===== src/include/pctr_pkg.sv =====
/*
 * pctr_pkg: constants and carrier types for the partner capability
 * and remote target remap register bank.
 * assumes: byte address of a register is four times its index on an
 * AXI4-Lite bus with 32-bit data; eight bits sit in the low lane.
 */
package pctr_pkg;

   // register indices, byte address is index * 4
   localparam logic [7:0] IDX_CAPS     = 8'h35;
   localparam logic [7:0] IDX_RSVD_A   = 8'h36;
   localparam logic [7:0] IDX_IDENT    = 8'h37;
   localparam logic [7:0] IDX_RSVD_B   = 8'h38;
   localparam logic [7:0] IDX_TARGET0  = 8'h39;

   // capability flag field positions
   localparam int unsigned CAPS_LOCK_BIT  = 7;
   localparam int unsigned CAPS_SELF_BIT  = 5;
   localparam int unsigned CAPS_MULTI_BIT = 4;
   localparam int unsigned CAPS_PORT_MSB  = 3;

   // identity and target field positions
   localparam int unsigned IDENT_LOCK_BIT = 0;
   localparam int unsigned ADDR_LSB       = 1;

   // reset values
   localparam logic [7:0] CAPS_RST    = 8'h00;
   localparam logic [7:0] RSVD_RST    = 8'h00;
   localparam logic [6:0] TARGET_RST  = 7'h00;
   localparam logic       LOCK_RST    = 1'b0;

   // AXI response codes
   localparam logic [1:0] RESP_OKAY   = 2'h0;
   localparam logic [1:0] RESP_DECERR = 2'h3;

   // capability record carried by the control channel
   typedef struct packed {
      logic       selftest;
      logic       multi;
      logic [3:0] port;
   } pctr_caps_type;

   // incoming local i2c address with the slot 0 alias
   typedef struct packed {
      logic       valid;
      logic [6:0] addr;
      logic [6:0] alias0;
   } pctr_remap_req_type;

   // forwarded address after remap
   typedef struct packed {
      logic       valid;
      logic       hit;
      logic [6:0] addr;
   } pctr_remap_rsp_type;

endpackage


===== src/rtl/pctr_regbank.sv =====
/*
 * pctr_regbank: partner capability, partner identity and slot 0
 * remote target registers behind an AXI4-Lite slave, plus the slot 0
 * i2c address remap.
 * assumes: control channel strobes and i2c requests come from logic
 * on sys_clk_i; the slot 0 alias register lives elsewhere.
 */
// Contract
// - caps lock set freezes partner capability fields
// - caps load from channel once link detected
// - bit 5 shows partner self-test request
// - bit 4 shows single or multi port partner
// - bits 3:0 hold partner port number
// - identity bits 7:1 load from back channel
// - identity lock bit keeps software written identity
// - slot 0 alias hits get target address
// - target register bit 0 reads zero
`timescale 1ns/10ps
module pctr_regbank #(
   parameter int unsigned        ADDR_W    = 8,
   parameter logic [6:0]         IDENT_RST = 7'h2A // value arbitrary
) (
   // clock and reset
   input  wire logic                         sys_clk_i,
   input  wire logic                         reset_i,
   // axi4-lite write address and data
   input  wire logic [ADDR_W-1:0]            s_axi_awaddr_i,
   input  wire logic                         s_axi_awvalid_i,
   output logic                              s_axi_awready_o,
   input  wire logic [31:0]                  s_axi_wdata_i,
   input  wire logic [3:0]                   s_axi_wstrb_i,
   input  wire logic                         s_axi_wvalid_i,
   output logic                              s_axi_wready_o,
   // axi4-lite write response
   output logic [1:0]                        s_axi_bresp_o,
   output logic                              s_axi_bvalid_o,
   input  wire logic                         s_axi_bready_i,
   // axi4-lite read
   input  wire logic [ADDR_W-1:0]            s_axi_araddr_i,
   input  wire logic                         s_axi_arvalid_i,
   output logic                              s_axi_arready_o,
   output logic [31:0]                       s_axi_rdata_o,
   output logic [1:0]                        s_axi_rresp_o,
   output logic                              s_axi_rvalid_o,
   input  wire logic                         s_axi_rready_i,
   // control channel reports
   input  wire logic                         bc_link_detected_i,
   input  wire logic                         bc_caps_valid_i,
   input  wire pctr_pkg::pctr_caps_type      bc_caps_i,
   input  wire logic                         bc_ident_valid_i,
   input  wire logic [6:0]                   bc_ident_i,
   // i2c remap
   input  wire pctr_pkg::pctr_remap_req_type remap_req_i,
   output pctr_pkg::pctr_remap_rsp_type      remap_rsp_o,
   // register contents for the rest of the device
   output logic [7:0]                        partner_caps_o,
   output logic [6:0]                        partner_ident_o
);
   import pctr_pkg::*;

   // register word index of a byte address
   function automatic logic [7:0] word_idx(input logic [ADDR_W-1:0] a);
      logic [ADDR_W-1:0] w;
      w = a >> 2;
      word_idx = w[7:0];
   endfunction

   // whether an index names a register of this bank
   function automatic logic is_mapped(input logic [7:0] idx);
      is_mapped = (idx >= IDX_CAPS) && (idx <= IDX_TARGET0);
   endfunction

   // register storage
   logic [7:0] caps_q, caps_d;         // capability flags
   logic [6:0] ident_q, ident_d;       // partner identity
   logic       ident_lock_q, ident_lock_d; // identity freeze
   logic [7:0] rsvd_a_q;               // spare storage at 0x36
   logic [7:0] rsvd_b_q;               // spare storage at 0x38
   logic [6:0] target0_q;              // slot 0 remote target

   // bus state
   logic              aw_have_q;       // write address captured
   logic              w_have_q;        // write data captured
   logic [ADDR_W-1:0] awaddr_q;        // held write address
   logic [7:0]        wdata_q;         // held low data lane
   logic              wstrb0_q;        // held low lane strobe
   logic              bvalid_q;        // write response pending
   logic [1:0]        bresp_q;         // write response code
   logic              rvalid_q;        // read data pending
   logic [31:0]       rdata_q;         // read data
   logic [1:0]        rresp_q;         // read response code
   pctr_remap_rsp_type rsp_q;          // forwarded address

   // decoded strobes
   logic       wr_do;                  // write happens this cycle
   logic [7:0] wr_idx;                 // index of that write
   logic       wr_caps;                // write hits capability flags
   logic       wr_ident;               // write hits identity
   logic       ar_fire;                // read address taken
   logic [7:0] ar_idx;                 // index of that read
   logic [7:0] rd_byte;                // selected register value

   // handshakes, each channel stalls while a response is pending
   assign s_axi_awready_o = !aw_have_q && !bvalid_q;
   assign s_axi_wready_o  = !w_have_q && !bvalid_q;
   assign s_axi_arready_o = !rvalid_q;
   assign s_axi_bvalid_o  = bvalid_q;
   assign s_axi_bresp_o   = bresp_q;
   assign s_axi_rvalid_o  = rvalid_q;
   assign s_axi_rdata_o   = rdata_q;
   assign s_axi_rresp_o   = rresp_q;
   assign remap_rsp_o     = rsp_q;
   assign partner_caps_o  = caps_q;
   assign partner_ident_o = ident_q;

   assign wr_do    = aw_have_q && w_have_q && !bvalid_q;
   assign wr_idx   = word_idx(awaddr_q);
   assign wr_caps  = wr_do && wstrb0_q && (wr_idx == IDX_CAPS);
   assign wr_ident = wr_do && wstrb0_q && (wr_idx == IDX_IDENT);
   assign ar_fire  = s_axi_arvalid_i && !rvalid_q;
   assign ar_idx   = word_idx(s_axi_araddr_i);

   // capture write address and data in either order
   always_ff @(posedge sys_clk_i) begin
      if (reset_i) begin
         aw_have_q <= 1'b0;
         w_have_q  <= 1'b0;
         awaddr_q  <= '0;
         wdata_q   <= 8'h00;
         wstrb0_q  <= 1'b0;
      end else begin
         // address channel
         if (s_axi_awvalid_i && s_axi_awready_o) begin
            aw_have_q <= 1'b1;
            awaddr_q  <= s_axi_awaddr_i;
         end else if (wr_do) begin
            aw_have_q <= 1'b0;
         end
         // data channel, only the low lane is stored
         if (s_axi_wvalid_i && s_axi_wready_o) begin
            w_have_q <= 1'b1;
            wdata_q  <= s_axi_wdata_i[7:0];
            wstrb0_q <= s_axi_wstrb_i[0];
         end else if (wr_do) begin
            w_have_q <= 1'b0;
         end
      end
   end

   // write response, decode error for unmapped words
   always_ff @(posedge sys_clk_i) begin
      if (reset_i) begin
         bvalid_q <= 1'b0;
         bresp_q  <= RESP_OKAY;
      end else if (wr_do) begin
         bvalid_q <= 1'b1;
         bresp_q  <= is_mapped(wr_idx) ? RESP_OKAY : RESP_DECERR;
      end else if (s_axi_bready_i) begin
         bvalid_q <= 1'b0;
      end
   end

   // next capability value: software first, then the channel
   always_comb begin
      caps_d = caps_q;
      if (wr_caps) begin
         caps_d = wdata_q;
      end
      // channel load unless the new lock value freezes it
      if (bc_link_detected_i && bc_caps_valid_i
          && !caps_d[CAPS_LOCK_BIT]) begin
         caps_d[CAPS_SELF_BIT]       = bc_caps_i.selftest;
         caps_d[CAPS_MULTI_BIT]      = bc_caps_i.multi;
         caps_d[CAPS_PORT_MSB:0]     = bc_caps_i.port;
      end
   end

   // capability flags register
   always_ff @(posedge sys_clk_i) begin
      if (reset_i) begin
         caps_q <= CAPS_RST;
      end else begin
         caps_q <= caps_d;
      end
   end

   // next identity value, same priority as the capabilities
   always_comb begin
      ident_d      = ident_q;
      ident_lock_d = ident_lock_q;
      if (wr_ident) begin
         ident_d      = wdata_q[7:ADDR_LSB];
         ident_lock_d = wdata_q[IDENT_LOCK_BIT];
      end
      // back channel identity unless frozen
      if (bc_ident_valid_i && !ident_lock_d) begin
         ident_d = bc_ident_i;
      end
   end

   // identity register
   always_ff @(posedge sys_clk_i) begin
      if (reset_i) begin
         ident_q      <= IDENT_RST;
         ident_lock_q <= LOCK_RST;
      end else begin
         ident_q      <= ident_d;
         ident_lock_q <= ident_lock_d;
      end
   end

   // plain software registers
   always_ff @(posedge sys_clk_i) begin
      if (reset_i) begin
         rsvd_a_q  <= RSVD_RST;
         rsvd_b_q  <= RSVD_RST;
         target0_q <= TARGET_RST;
      end else if (wr_do && wstrb0_q) begin
         // bit 0 of the target word is dropped
         unique case (wr_idx)
            IDX_RSVD_A:  rsvd_a_q  <= wdata_q;
            IDX_RSVD_B:  rsvd_b_q  <= wdata_q;
            IDX_TARGET0: target0_q <= wdata_q[7:ADDR_LSB];
            default: ;
         endcase
      end
   end

   // read mux
   always_comb begin
      rd_byte = 8'h00;
      unique case (ar_idx)
         IDX_CAPS:    rd_byte = caps_q;
         IDX_RSVD_A:  rd_byte = rsvd_a_q;
         IDX_IDENT:   rd_byte = {ident_q, ident_lock_q};
         IDX_RSVD_B:  rd_byte = rsvd_b_q;
         IDX_TARGET0: rd_byte = {target0_q, 1'b0};
         default:     rd_byte = 8'h00;
      endcase
   end

   // read data channel, upper bits read zero
   always_ff @(posedge sys_clk_i) begin
      if (reset_i) begin
         rvalid_q <= 1'b0;
         rdata_q  <= 32'h00000000;
         rresp_q  <= RESP_OKAY;
      end else if (ar_fire) begin
         rvalid_q <= 1'b1;
         rdata_q  <= {24'h000000, rd_byte};
         rresp_q  <= is_mapped(ar_idx) ? RESP_OKAY : RESP_DECERR;
      end else if (s_axi_rready_i) begin
         rvalid_q <= 1'b0;
      end
   end

   // slot 0 remap, alias supplied from outside
   always_ff @(posedge sys_clk_i) begin
      if (reset_i) begin
         rsp_q <= '0;
      end else begin
         rsp_q.valid <= remap_req_i.valid;
         rsp_q.hit   <= remap_req_i.addr == remap_req_i.alias0;
         // matching address swapped for the target
         rsp_q.addr  <= (remap_req_i.addr == remap_req_i.alias0)
                        ? target0_q : remap_req_i.addr;
      end
   end

   // frozen fields hold while no software write
   lock_hold_a: assert property (
      @(posedge sys_clk_i) disable iff (reset_i)
      caps_q[CAPS_LOCK_BIT] && !wr_caps |=> caps_q == $past(caps_q))
      else $error("caps changed while locked");

   // channel load lands next cycle
   caps_load_a: assert property (
      @(posedge sys_clk_i) disable iff (reset_i)
      bc_link_detected_i && bc_caps_valid_i && !caps_q[CAPS_LOCK_BIT]
      && !wr_caps |=> caps_q[5:0] == $past(bc_caps_i))
      else $error("caps not loaded from channel");

   // no load without link
   no_link_a: assert property (
      @(posedge sys_clk_i) disable iff (reset_i)
      !bc_link_detected_i && !wr_caps |=> $stable(caps_q))
      else $error("caps changed without link");

   // read shows self-test bit
   selftest_rd_a: assert property (
      @(posedge sys_clk_i) disable iff (reset_i)
      ar_fire && ar_idx == IDX_CAPS
      |=> s_axi_rdata_o[5] == $past(caps_q[CAPS_SELF_BIT]))
      else $error("self-test bit read wrong");

   // read shows multi port bit
   multi_rd_a: assert property (
      @(posedge sys_clk_i) disable iff (reset_i)
      ar_fire && ar_idx == IDX_CAPS
      |=> s_axi_rdata_o[4] == $past(caps_q[CAPS_MULTI_BIT]))
      else $error("multi port bit read wrong");

   // read shows port number
   port_rd_a: assert property (
      @(posedge sys_clk_i) disable iff (reset_i)
      ar_fire && ar_idx == IDX_CAPS
      |=> s_axi_rdata_o[3:0] == $past(caps_q[3:0]))
      else $error("port number read wrong");

   // identity follows the back channel
   ident_load_a: assert property (
      @(posedge sys_clk_i) disable iff (reset_i)
      bc_ident_valid_i && !ident_lock_q && !wr_ident
      |=> ident_q == $past(bc_ident_i))
      else $error("identity not loaded");

   // frozen identity holds
   ident_lock_a: assert property (
      @(posedge sys_clk_i) disable iff (reset_i)
      ident_lock_q && !wr_ident |=> $stable(ident_q))
      else $error("identity changed while locked");

   // alias hit forwards the target
   remap_hit_a: assert property (
      @(posedge sys_clk_i) disable iff (reset_i)
      remap_req_i.valid && remap_req_i.addr == remap_req_i.alias0
      |=> remap_rsp_o.hit && remap_rsp_o.addr == $past(target0_q))
      else $error("alias hit not remapped");

   // target bit 0 reads zero
   target_rsvd_a: assert property (
      @(posedge sys_clk_i) disable iff (reset_i)
      ar_fire && ar_idx == IDX_TARGET0 |=> s_axi_rdata_o[0] == 1'b0)
      else $error("target bit 0 not zero");

   // miss passes address through
   remap_miss_a: assert property (
      @(posedge sys_clk_i) disable iff (reset_i)
      remap_req_i.valid && remap_req_i.addr != remap_req_i.alias0
      |=> !remap_rsp_o.hit && remap_rsp_o.addr == $past(remap_req_i.addr))
      else $error("miss altered address");

endmodule


===== config.mk =====
export PLATFORM = sky130hd
export DESIGN_NAME = pctr_regbank
export DESIGN_NICKNAME = d
export VERILOG_FILES = /design/src/include/pctr_pkg.sv /design/src/rtl/pctr_regbank.sv
export SDC_FILE = /design/constraint.sdc
export NUM_CORES = 1
export LEC_CHECK = 0
export ABC_AREA = 1
export BUFFER_PORTS_ARGS = -buffer_cell sky130_fd_sc_hd__buf_2
export CAP_MARGIN = 40
export CORE_AREA = 2 2 106 108
export DETAILED_ROUTE_END_ITERATION = 10
export DIE_AREA = 0 0 108 110
export GPL_ROUTABILITY_DRIVEN = 0
export HOLD_SLACK_MARGIN = 0.03
export PLACE_DENSITY = 0.7
export SLEW_MARGIN = 25
export SYNTH_ARGS = -nofsm -noshare
export SYNTH_HDL_FRONTEND = slang
export SYNTH_SLANG_ARGS = --single-unit

===== constraint.sdc =====
create_clock -name sys_clk_i -period 2.15 [get_ports sys_clk_i]
set_input_delay 0 -clock sys_clk_i [delete_from_list [all_inputs] [get_ports sys_clk_i]]
set_output_delay 0 -clock sys_clk_i [all_outputs]
set_load 0.005 [all_outputs]

==> metrics, run 1 <==
TritonCTS Buffers 9; syn avg cell area 7.23 sq um; Pint 2.47 mW; fmax 0.500 GHz; fin crit share 93.0%; Worst-Skew Late Latency 350 ps; vias in the first global route around 3400; Post-synth EDFFs 0; Iter 0 DRT Violations 156; clk sink count between 70 and 80; CP max FO 11; Reg area 1540 sq um; RSZ-0062 raised after global routing no; initial core utilization 34.1%; Core Util, Final 45.4%; hold path depth 4; I/O pin count 155; Worst Tran Pin Value 718 ps; part of the power in registers 46.6%; Wirelength per Cell 12.8 um; Die H between 100 and 150 um; GR Overflow Total 0; Synth Flop Type dfxtp_1; CTS root buf clkbuf_8; fin crit period 2000 ps; status complete, no violations; antenna violations before repair 0; VDD IR max 0.000267 V; Synth Register Bits 77; sequential area share after synthesis between 40% and 50%; leakage dissipation 2.27 nW; H-tree levels 3; die width between 100 and 150 um; core footprint 10700 sq um; Layout area overhead 32.9%; Multi-input gate area 1740 sq um; CP arrival 2230 ps; clk buf depth 2; worst reg2reg path depth 9; Final Hold Viols 0; relative slew slack roughly 52%; CP Launch Type register; setup violators final 0; Synth Cell Area 3650 sq um; post-DP HPWL 7230 um; Routed WL 10100 um; worst endpoint required time 2380 ps; sw frac between 20% and 30%; Fin Hold WS 46.7 ps; Synth async-reset ratio 0%; PwrDens 685 nW/um^2; P_sw 0.852 mW; largest net degree at the start of global routing 45; first-pass GRT wire length 16100 um; clock-pin slew on the worst setup and hold paths 90 ps; # diodes 0; clk_skew between 7 and 8 ps; share of cells above drive strength 1 21.3%; Gate Count Post-Synth around 500; setup TNS 0 ps; Via density between 4 and 5; max cap viols 0; drc violations 0; number of fill cells in the layout 1077; combinational power share between 10% and 20%; number of distinct library cells after synthesis 31; HP Class in2reg; first-pass iteration count of the detailed router 6; clock power share 40.4%; yosys warns 0; port bufs about 100; Post-layout nets approximately 730; routed via count 3769; Global Route Usage Sum 17.2%; die area 11900 sq um; Setup CP Type reg2reg; DRT antenna net count 0; Final Max Tran Viols 0; CTS tree yes; row cnt 38; Critical Path Sink Type register
## routing by layer
layer	global-route usage [%]	routed length (um)
met1	21.8	4440
met2	29.5	4710
met3	2.70	714
met4	7.05	204
met5	0	0
## metrics by stage
step | instance area [sq um] | cells | power [mW] | worst slack [ps]
3_5_place_dp | 4140 | 726 | 1.94 | 528
4_1_cts | 4840 | 787 | 3.34 | 43.9
2_1_floorplan | 3740 | 528 | 1.81 | 752
6_report | 4850 | 788 | 3.32 | 150
5_1_grt | 4850 | 788 | 3.48 | 20.8
3_3_place_gp | 4140 | 726 | 1.93 | 597
## critical path: stages (launching register included)
cell and delay [ps]:
dfxtp_1 340, inv_1 100, nand4_2 160, inv_4 190
nand3_1 140, nand2_4 140, nand3b_1 90, dlygate4sd3_1 580
nand2_1 70, nand3_1 60
## flip-flops by register name, summed over array words and instances, names as in the netlist
signal / cells
aw_have_q: 1
awaddr_q: 6
ident_lock_q: 1
partner_caps_o: 8
partner_ident_o: 7
remap_rsp_o: 9
rsvd_a_q: 8
rsvd_b_q: 8
s_axi_bresp_o: 1
s_axi_bvalid_o: 1
s_axi_rdata_o: 8
s_axi_rresp_o: 1
s_axi_rvalid_o: 1
target0_q: 7
w_have_q: 1
wdata_q: 8
wstrb0_q: 1
## cell usage in the layout, fill, tap and decap left out, types with 3 or more instances in the layout
master         instances
inv_1                 39
nand2_1               91
nand3_1               45
o21ai_0               49
nor2_1                57
conb_1                24
dfxtp_1               77
buf_2                 99
bufinv_16              3
buf_4                  5
a211oi_1               7
nand3b_1               3
nand4_1               12
dlygate4sd3_1         45
xor2_1                 5
nor3_1                 4
nor2_4                 3
a21oi_1               46
clkbuf_8               9
inv_2                  4
nand2_4                4
## power groups by stage
stage | sequential (mW) | combinational (mW) | clock, mW
global route | 1.56 | 0.488 | 1.44
detailed placement | 1.58 | 0.363 | 0
finish | 1.55 | 0.434 | 1.34
floorplan | 1.57 | 0.245 | 0
global placement | 1.58 | 0.356 | 0
CTS | 1.55 | 0.430 | 1.36
## Yosys cell counts (2+ instances only)
| cell type | number | area share, % |
|---|---|---|
| a211oi_1 | 7 | 1.4 |
| a21oi_1 | 46 | 6.3 |
| buf_2 | 4 | 0.55 |
| buf_4 | 27 | 5.5 |
| buf_6 | 3 | 0.92 |
| clkbuf_1 | 10 | 1.0 |
| dfxtp_1 | 77 | 42 |
| inv_1 | 39 | 4.0 |
| inv_2 | 5 | 0.51 |
| nand2_1 | 92 | 9.5 |
| nand2_4 | 3 | 0.92 |
| nand3_1 | 45 | 6.2 |
| nand3_2 | 2 | 0.55 |
| nand3b_1 | 3 | 0.62 |
| nand4_1 | 12 | 2.1 |
| nor2_1 | 57 | 5.9 |
| nor2_4 | 3 | 0.92 |
| nor3_1 | 4 | 0.55 |
| o21ai_0 | 49 | 6.7 |
| o21ai_1 | 2 | 0.27 |
| xor2_1 | 5 | 1.2 |
## cells by family (layout without fill, tap and decap cells)
logic type	after synthesis	in the layout	synth area share, %
buffers and inverters	90	210	12.8
and+or+nand+nor	225	225	28.4
xor gates and xnor gates	5	5	1.20
other	1	24	0.103
DFF	77	77	42.2
AOI/OAI and AO/OA	107	107	15.3
## repair_timing
action,in CTS,in global routing
gates resized for setup,0,3
buffers inserted,0,1
hold buffers,45,0
hold endpoints to repair,36,0
setup endpoints to repair,0,2
## layout make-up
class / count / share of cell area, %
clock inverter: 7 / 2.47
tap: 140 / 3.61
inverter: 45 / 3.53
timing repair buffer: 149 / 20.3
clock buffer: 9 / 2.55
multi-input combinational: 361 / 35.8
sequential: 77 / 31.8
## final timing paths
kind	startpoint	to	slack [ps]
hold reg to reg	s_axi_rdata_o[0]	s_axi_rdata_o[0]	470
hold / removal	bc_ident_valid_i	partner_ident_o[3]	50
setup / recovery	s_axi_bvalid_o	partner_ident_o[1]	150
setup reg to reg	s_axi_bvalid_o	partner_ident_o[1]	150
No activity file was read; power rests on OpenSTA's default activity.
==> run 2, diff against run 1 <==
- CORE_AREA: 2 2 106 108 -> 2 2 114 116
- DIE_AREA: 0 0 108 110 -> 0 0 116 118
- GPL_ROUTABILITY_DRIVEN: 0 -> not set
- PLACE_DENSITY: 0.7 -> 0.64
- SETUP_SLACK_MARGIN: not set -> 0.4
==> metrics, run 2 (same netlist as run 1, synthesis figures left out) <==
TritonCTS Buffers 9 (unchanged); die area 13700 sq um (+15%); worst endpoint required time 2420 ps (+40 ps); DRT antenna net count 0 (unchanged); fin area 4780 sq um (-1.6%); max reg flops 9 (unchanged); CP arrival 1840 ps (-390 ps); antenna violations before repair 0 (unchanged); clk sink count 77 (unchanged); largest net degree at the start of global routing 35 (-22%); Final Max Tran Viols 0 (unchanged); post-DP HPWL 7410 um (+2.5%); GR Overflow Total 0 (unchanged); first-pass iteration count of the detailed router 4 (-2); Core Util, Final 38.5% (-6.9 points); Routed WL 10200 um (+0.99%); CP max FO 12 (+1); CTS root buf clkbuf_16; I/O pin count 155 (unchanged); routability cong. 0.836; share of cells above drive strength 1 21.5% (+0.19 points); Global Route Usage Sum 15.4% (-1.9 points); most common cell after layout, fill and taps aside buf_2; clock-pin slew on the worst setup and hold paths 60 ps (-30 ps); setup violators final 0 (unchanged); commonest non-fill, non-tap cells in the layout buf_2 (99), nand2_1 (92), dfxtp_1 (77); clk_skew 4.66 ps (-3.14 ps); CTS tree yes; Layout area overhead 30.8%; fin crit share 73.3% (-20 points); leakage dissipation 2.23 nW (-1.7%); Critical Path Sink Type register; RSZ-0062 raised after global routing no; row cnt 41 (+7.9%); max cap viols 0 (unchanged); fmax 0.634 GHz (+27%); routed via count 3542 (-6.0%); drc violations 0 (unchanged); # diodes 0 (unchanged); setup TNS 0 ps (unchanged); Iter 0 DRT Violations 147 (-5.8%); first-pass GRT wire length 16500 um (+2.5%); Wirelength per Cell 12.6 um (-1.1%); core footprint 12400 sq um (+16%); Post-DP Area 4190 sq um (+1.1%); Die H 118 um (+7.3%); Worst Tran Pin Value 606 ps (-112 ps); die width 116 um (+7.4%); clk buf depth 2 (unchanged); status complete, no violations; Worst-Skew Late Latency 330 ps (-20 ps); HP Class in2reg; Via density 4.40 (-8.0%); CP Launch Type register; Post-layout nets 719 (-1.9%); H-tree levels 3 (unchanged); relative slew slack 59.5% (+7.7 points); initial core utilization 29.4% (-4.7 points); Post-CTS Setup Bufs 0 (unchanged); Final Hold Viols 0 (unchanged); PwrDens 698 nW/um^2 (+1.9%); VDD IR max 0.000372 V (+39%); vias in the first global route 3388 (-1.1%); Setup CP Type reg2reg; port bufs 99 (unchanged); fin crit period 1580 ps (-424 ps)
run 2: changes by cell type in the layout (fill, tap and decap cells not counted):
| cell | delta |
|---|---|
| clkinv_2 | +3 |
| inv_6 | -2 |
| clkbuf_16 | +9 |
| clkbuf_8 | -8 |
| nand2_1 | +1 |
| nand2_4 | -1 |
| nand3_4 | +1 |
| bufinv_16 | -3 |
| dlygate4sd3_1 | -14 |
| nand3_2 | -1 |
run 2: through the flow:
stage | hold slack, ps | setup slack, ps | instances | power [mW]
floorplan | 107 | 752 | 528 | 1.81
global placement | 224 | 546 | 759 | 1.94
detailed placement | 211 | 535 | 759 | 1.95
CTS | 35.1 | 514 | 805 | 3.36
global route | 43.0 | 406 | 805 | 3.51
finish | 35.7 | 574 | 805 | 3.33
run 2: final timing paths:
check / startpoint / cells after the start / end / slack (ps)
worst min-delay path: bc_caps_i[3] / 5 / partner_caps_o[3] / 40
worst min register to register: s_axi_rdata_o[0] / 2 / s_axi_rdata_o[0] / 470
worst max register to register: s_axi_bvalid_o / 9 / partner_caps_o[0] / 570
worst max-delay path: s_axi_bvalid_o / 9 / partner_caps_o[0] / 570
run 2: power by group:
group | switching, mW | internal [mW] | leakage (nW) | total, mW
combinational | 0.230 | 0.180 | 1.47 | 0.411
sequential | 0.0529 | 1.50 | 0.631 | 1.55
clock | 0.575 | 0.797 | 0.134 | 1.37
run 2: worst max-delay path: stages, from the launching register on:
cell and delay [ps]:
dfxtp_1 330, inv_1 110, nand4_2 150, inv_4 190, nand2_4 110, nand2_4 110, nand3_2 210, nand2_1 120
nand2_1 70, a21oi_1 110
run 2: cell type report:
cell class	instances	area (sq um)
inverter	45	171
clock inverter	5	27.5
sequential	77	1540
multi-input combinational	361	1740
tap	172	215
fill	1359	7640
clock buffer	10	239
timing repair buffer	135	843
run 2: repair_timing:
item | in CTS | in global routing
endpoints found under the hold margin | 30 | 0
hold buffers | 31 | 0
endpoints found under the setup margin | 0 | 13
resized for setup | 0 | 2
run 2: layer usage:
metal | up-vias | wire, um | GRT usage [%]
li1 | 1864 | - | -
met1 | 1573 | 4860 | 20.6
met2 | 92 | 4740 | 24.8
met3 | 13 | 410 | 2.42
met4 | 0 | 168 | 5.36
met5 | - | 0 | 0
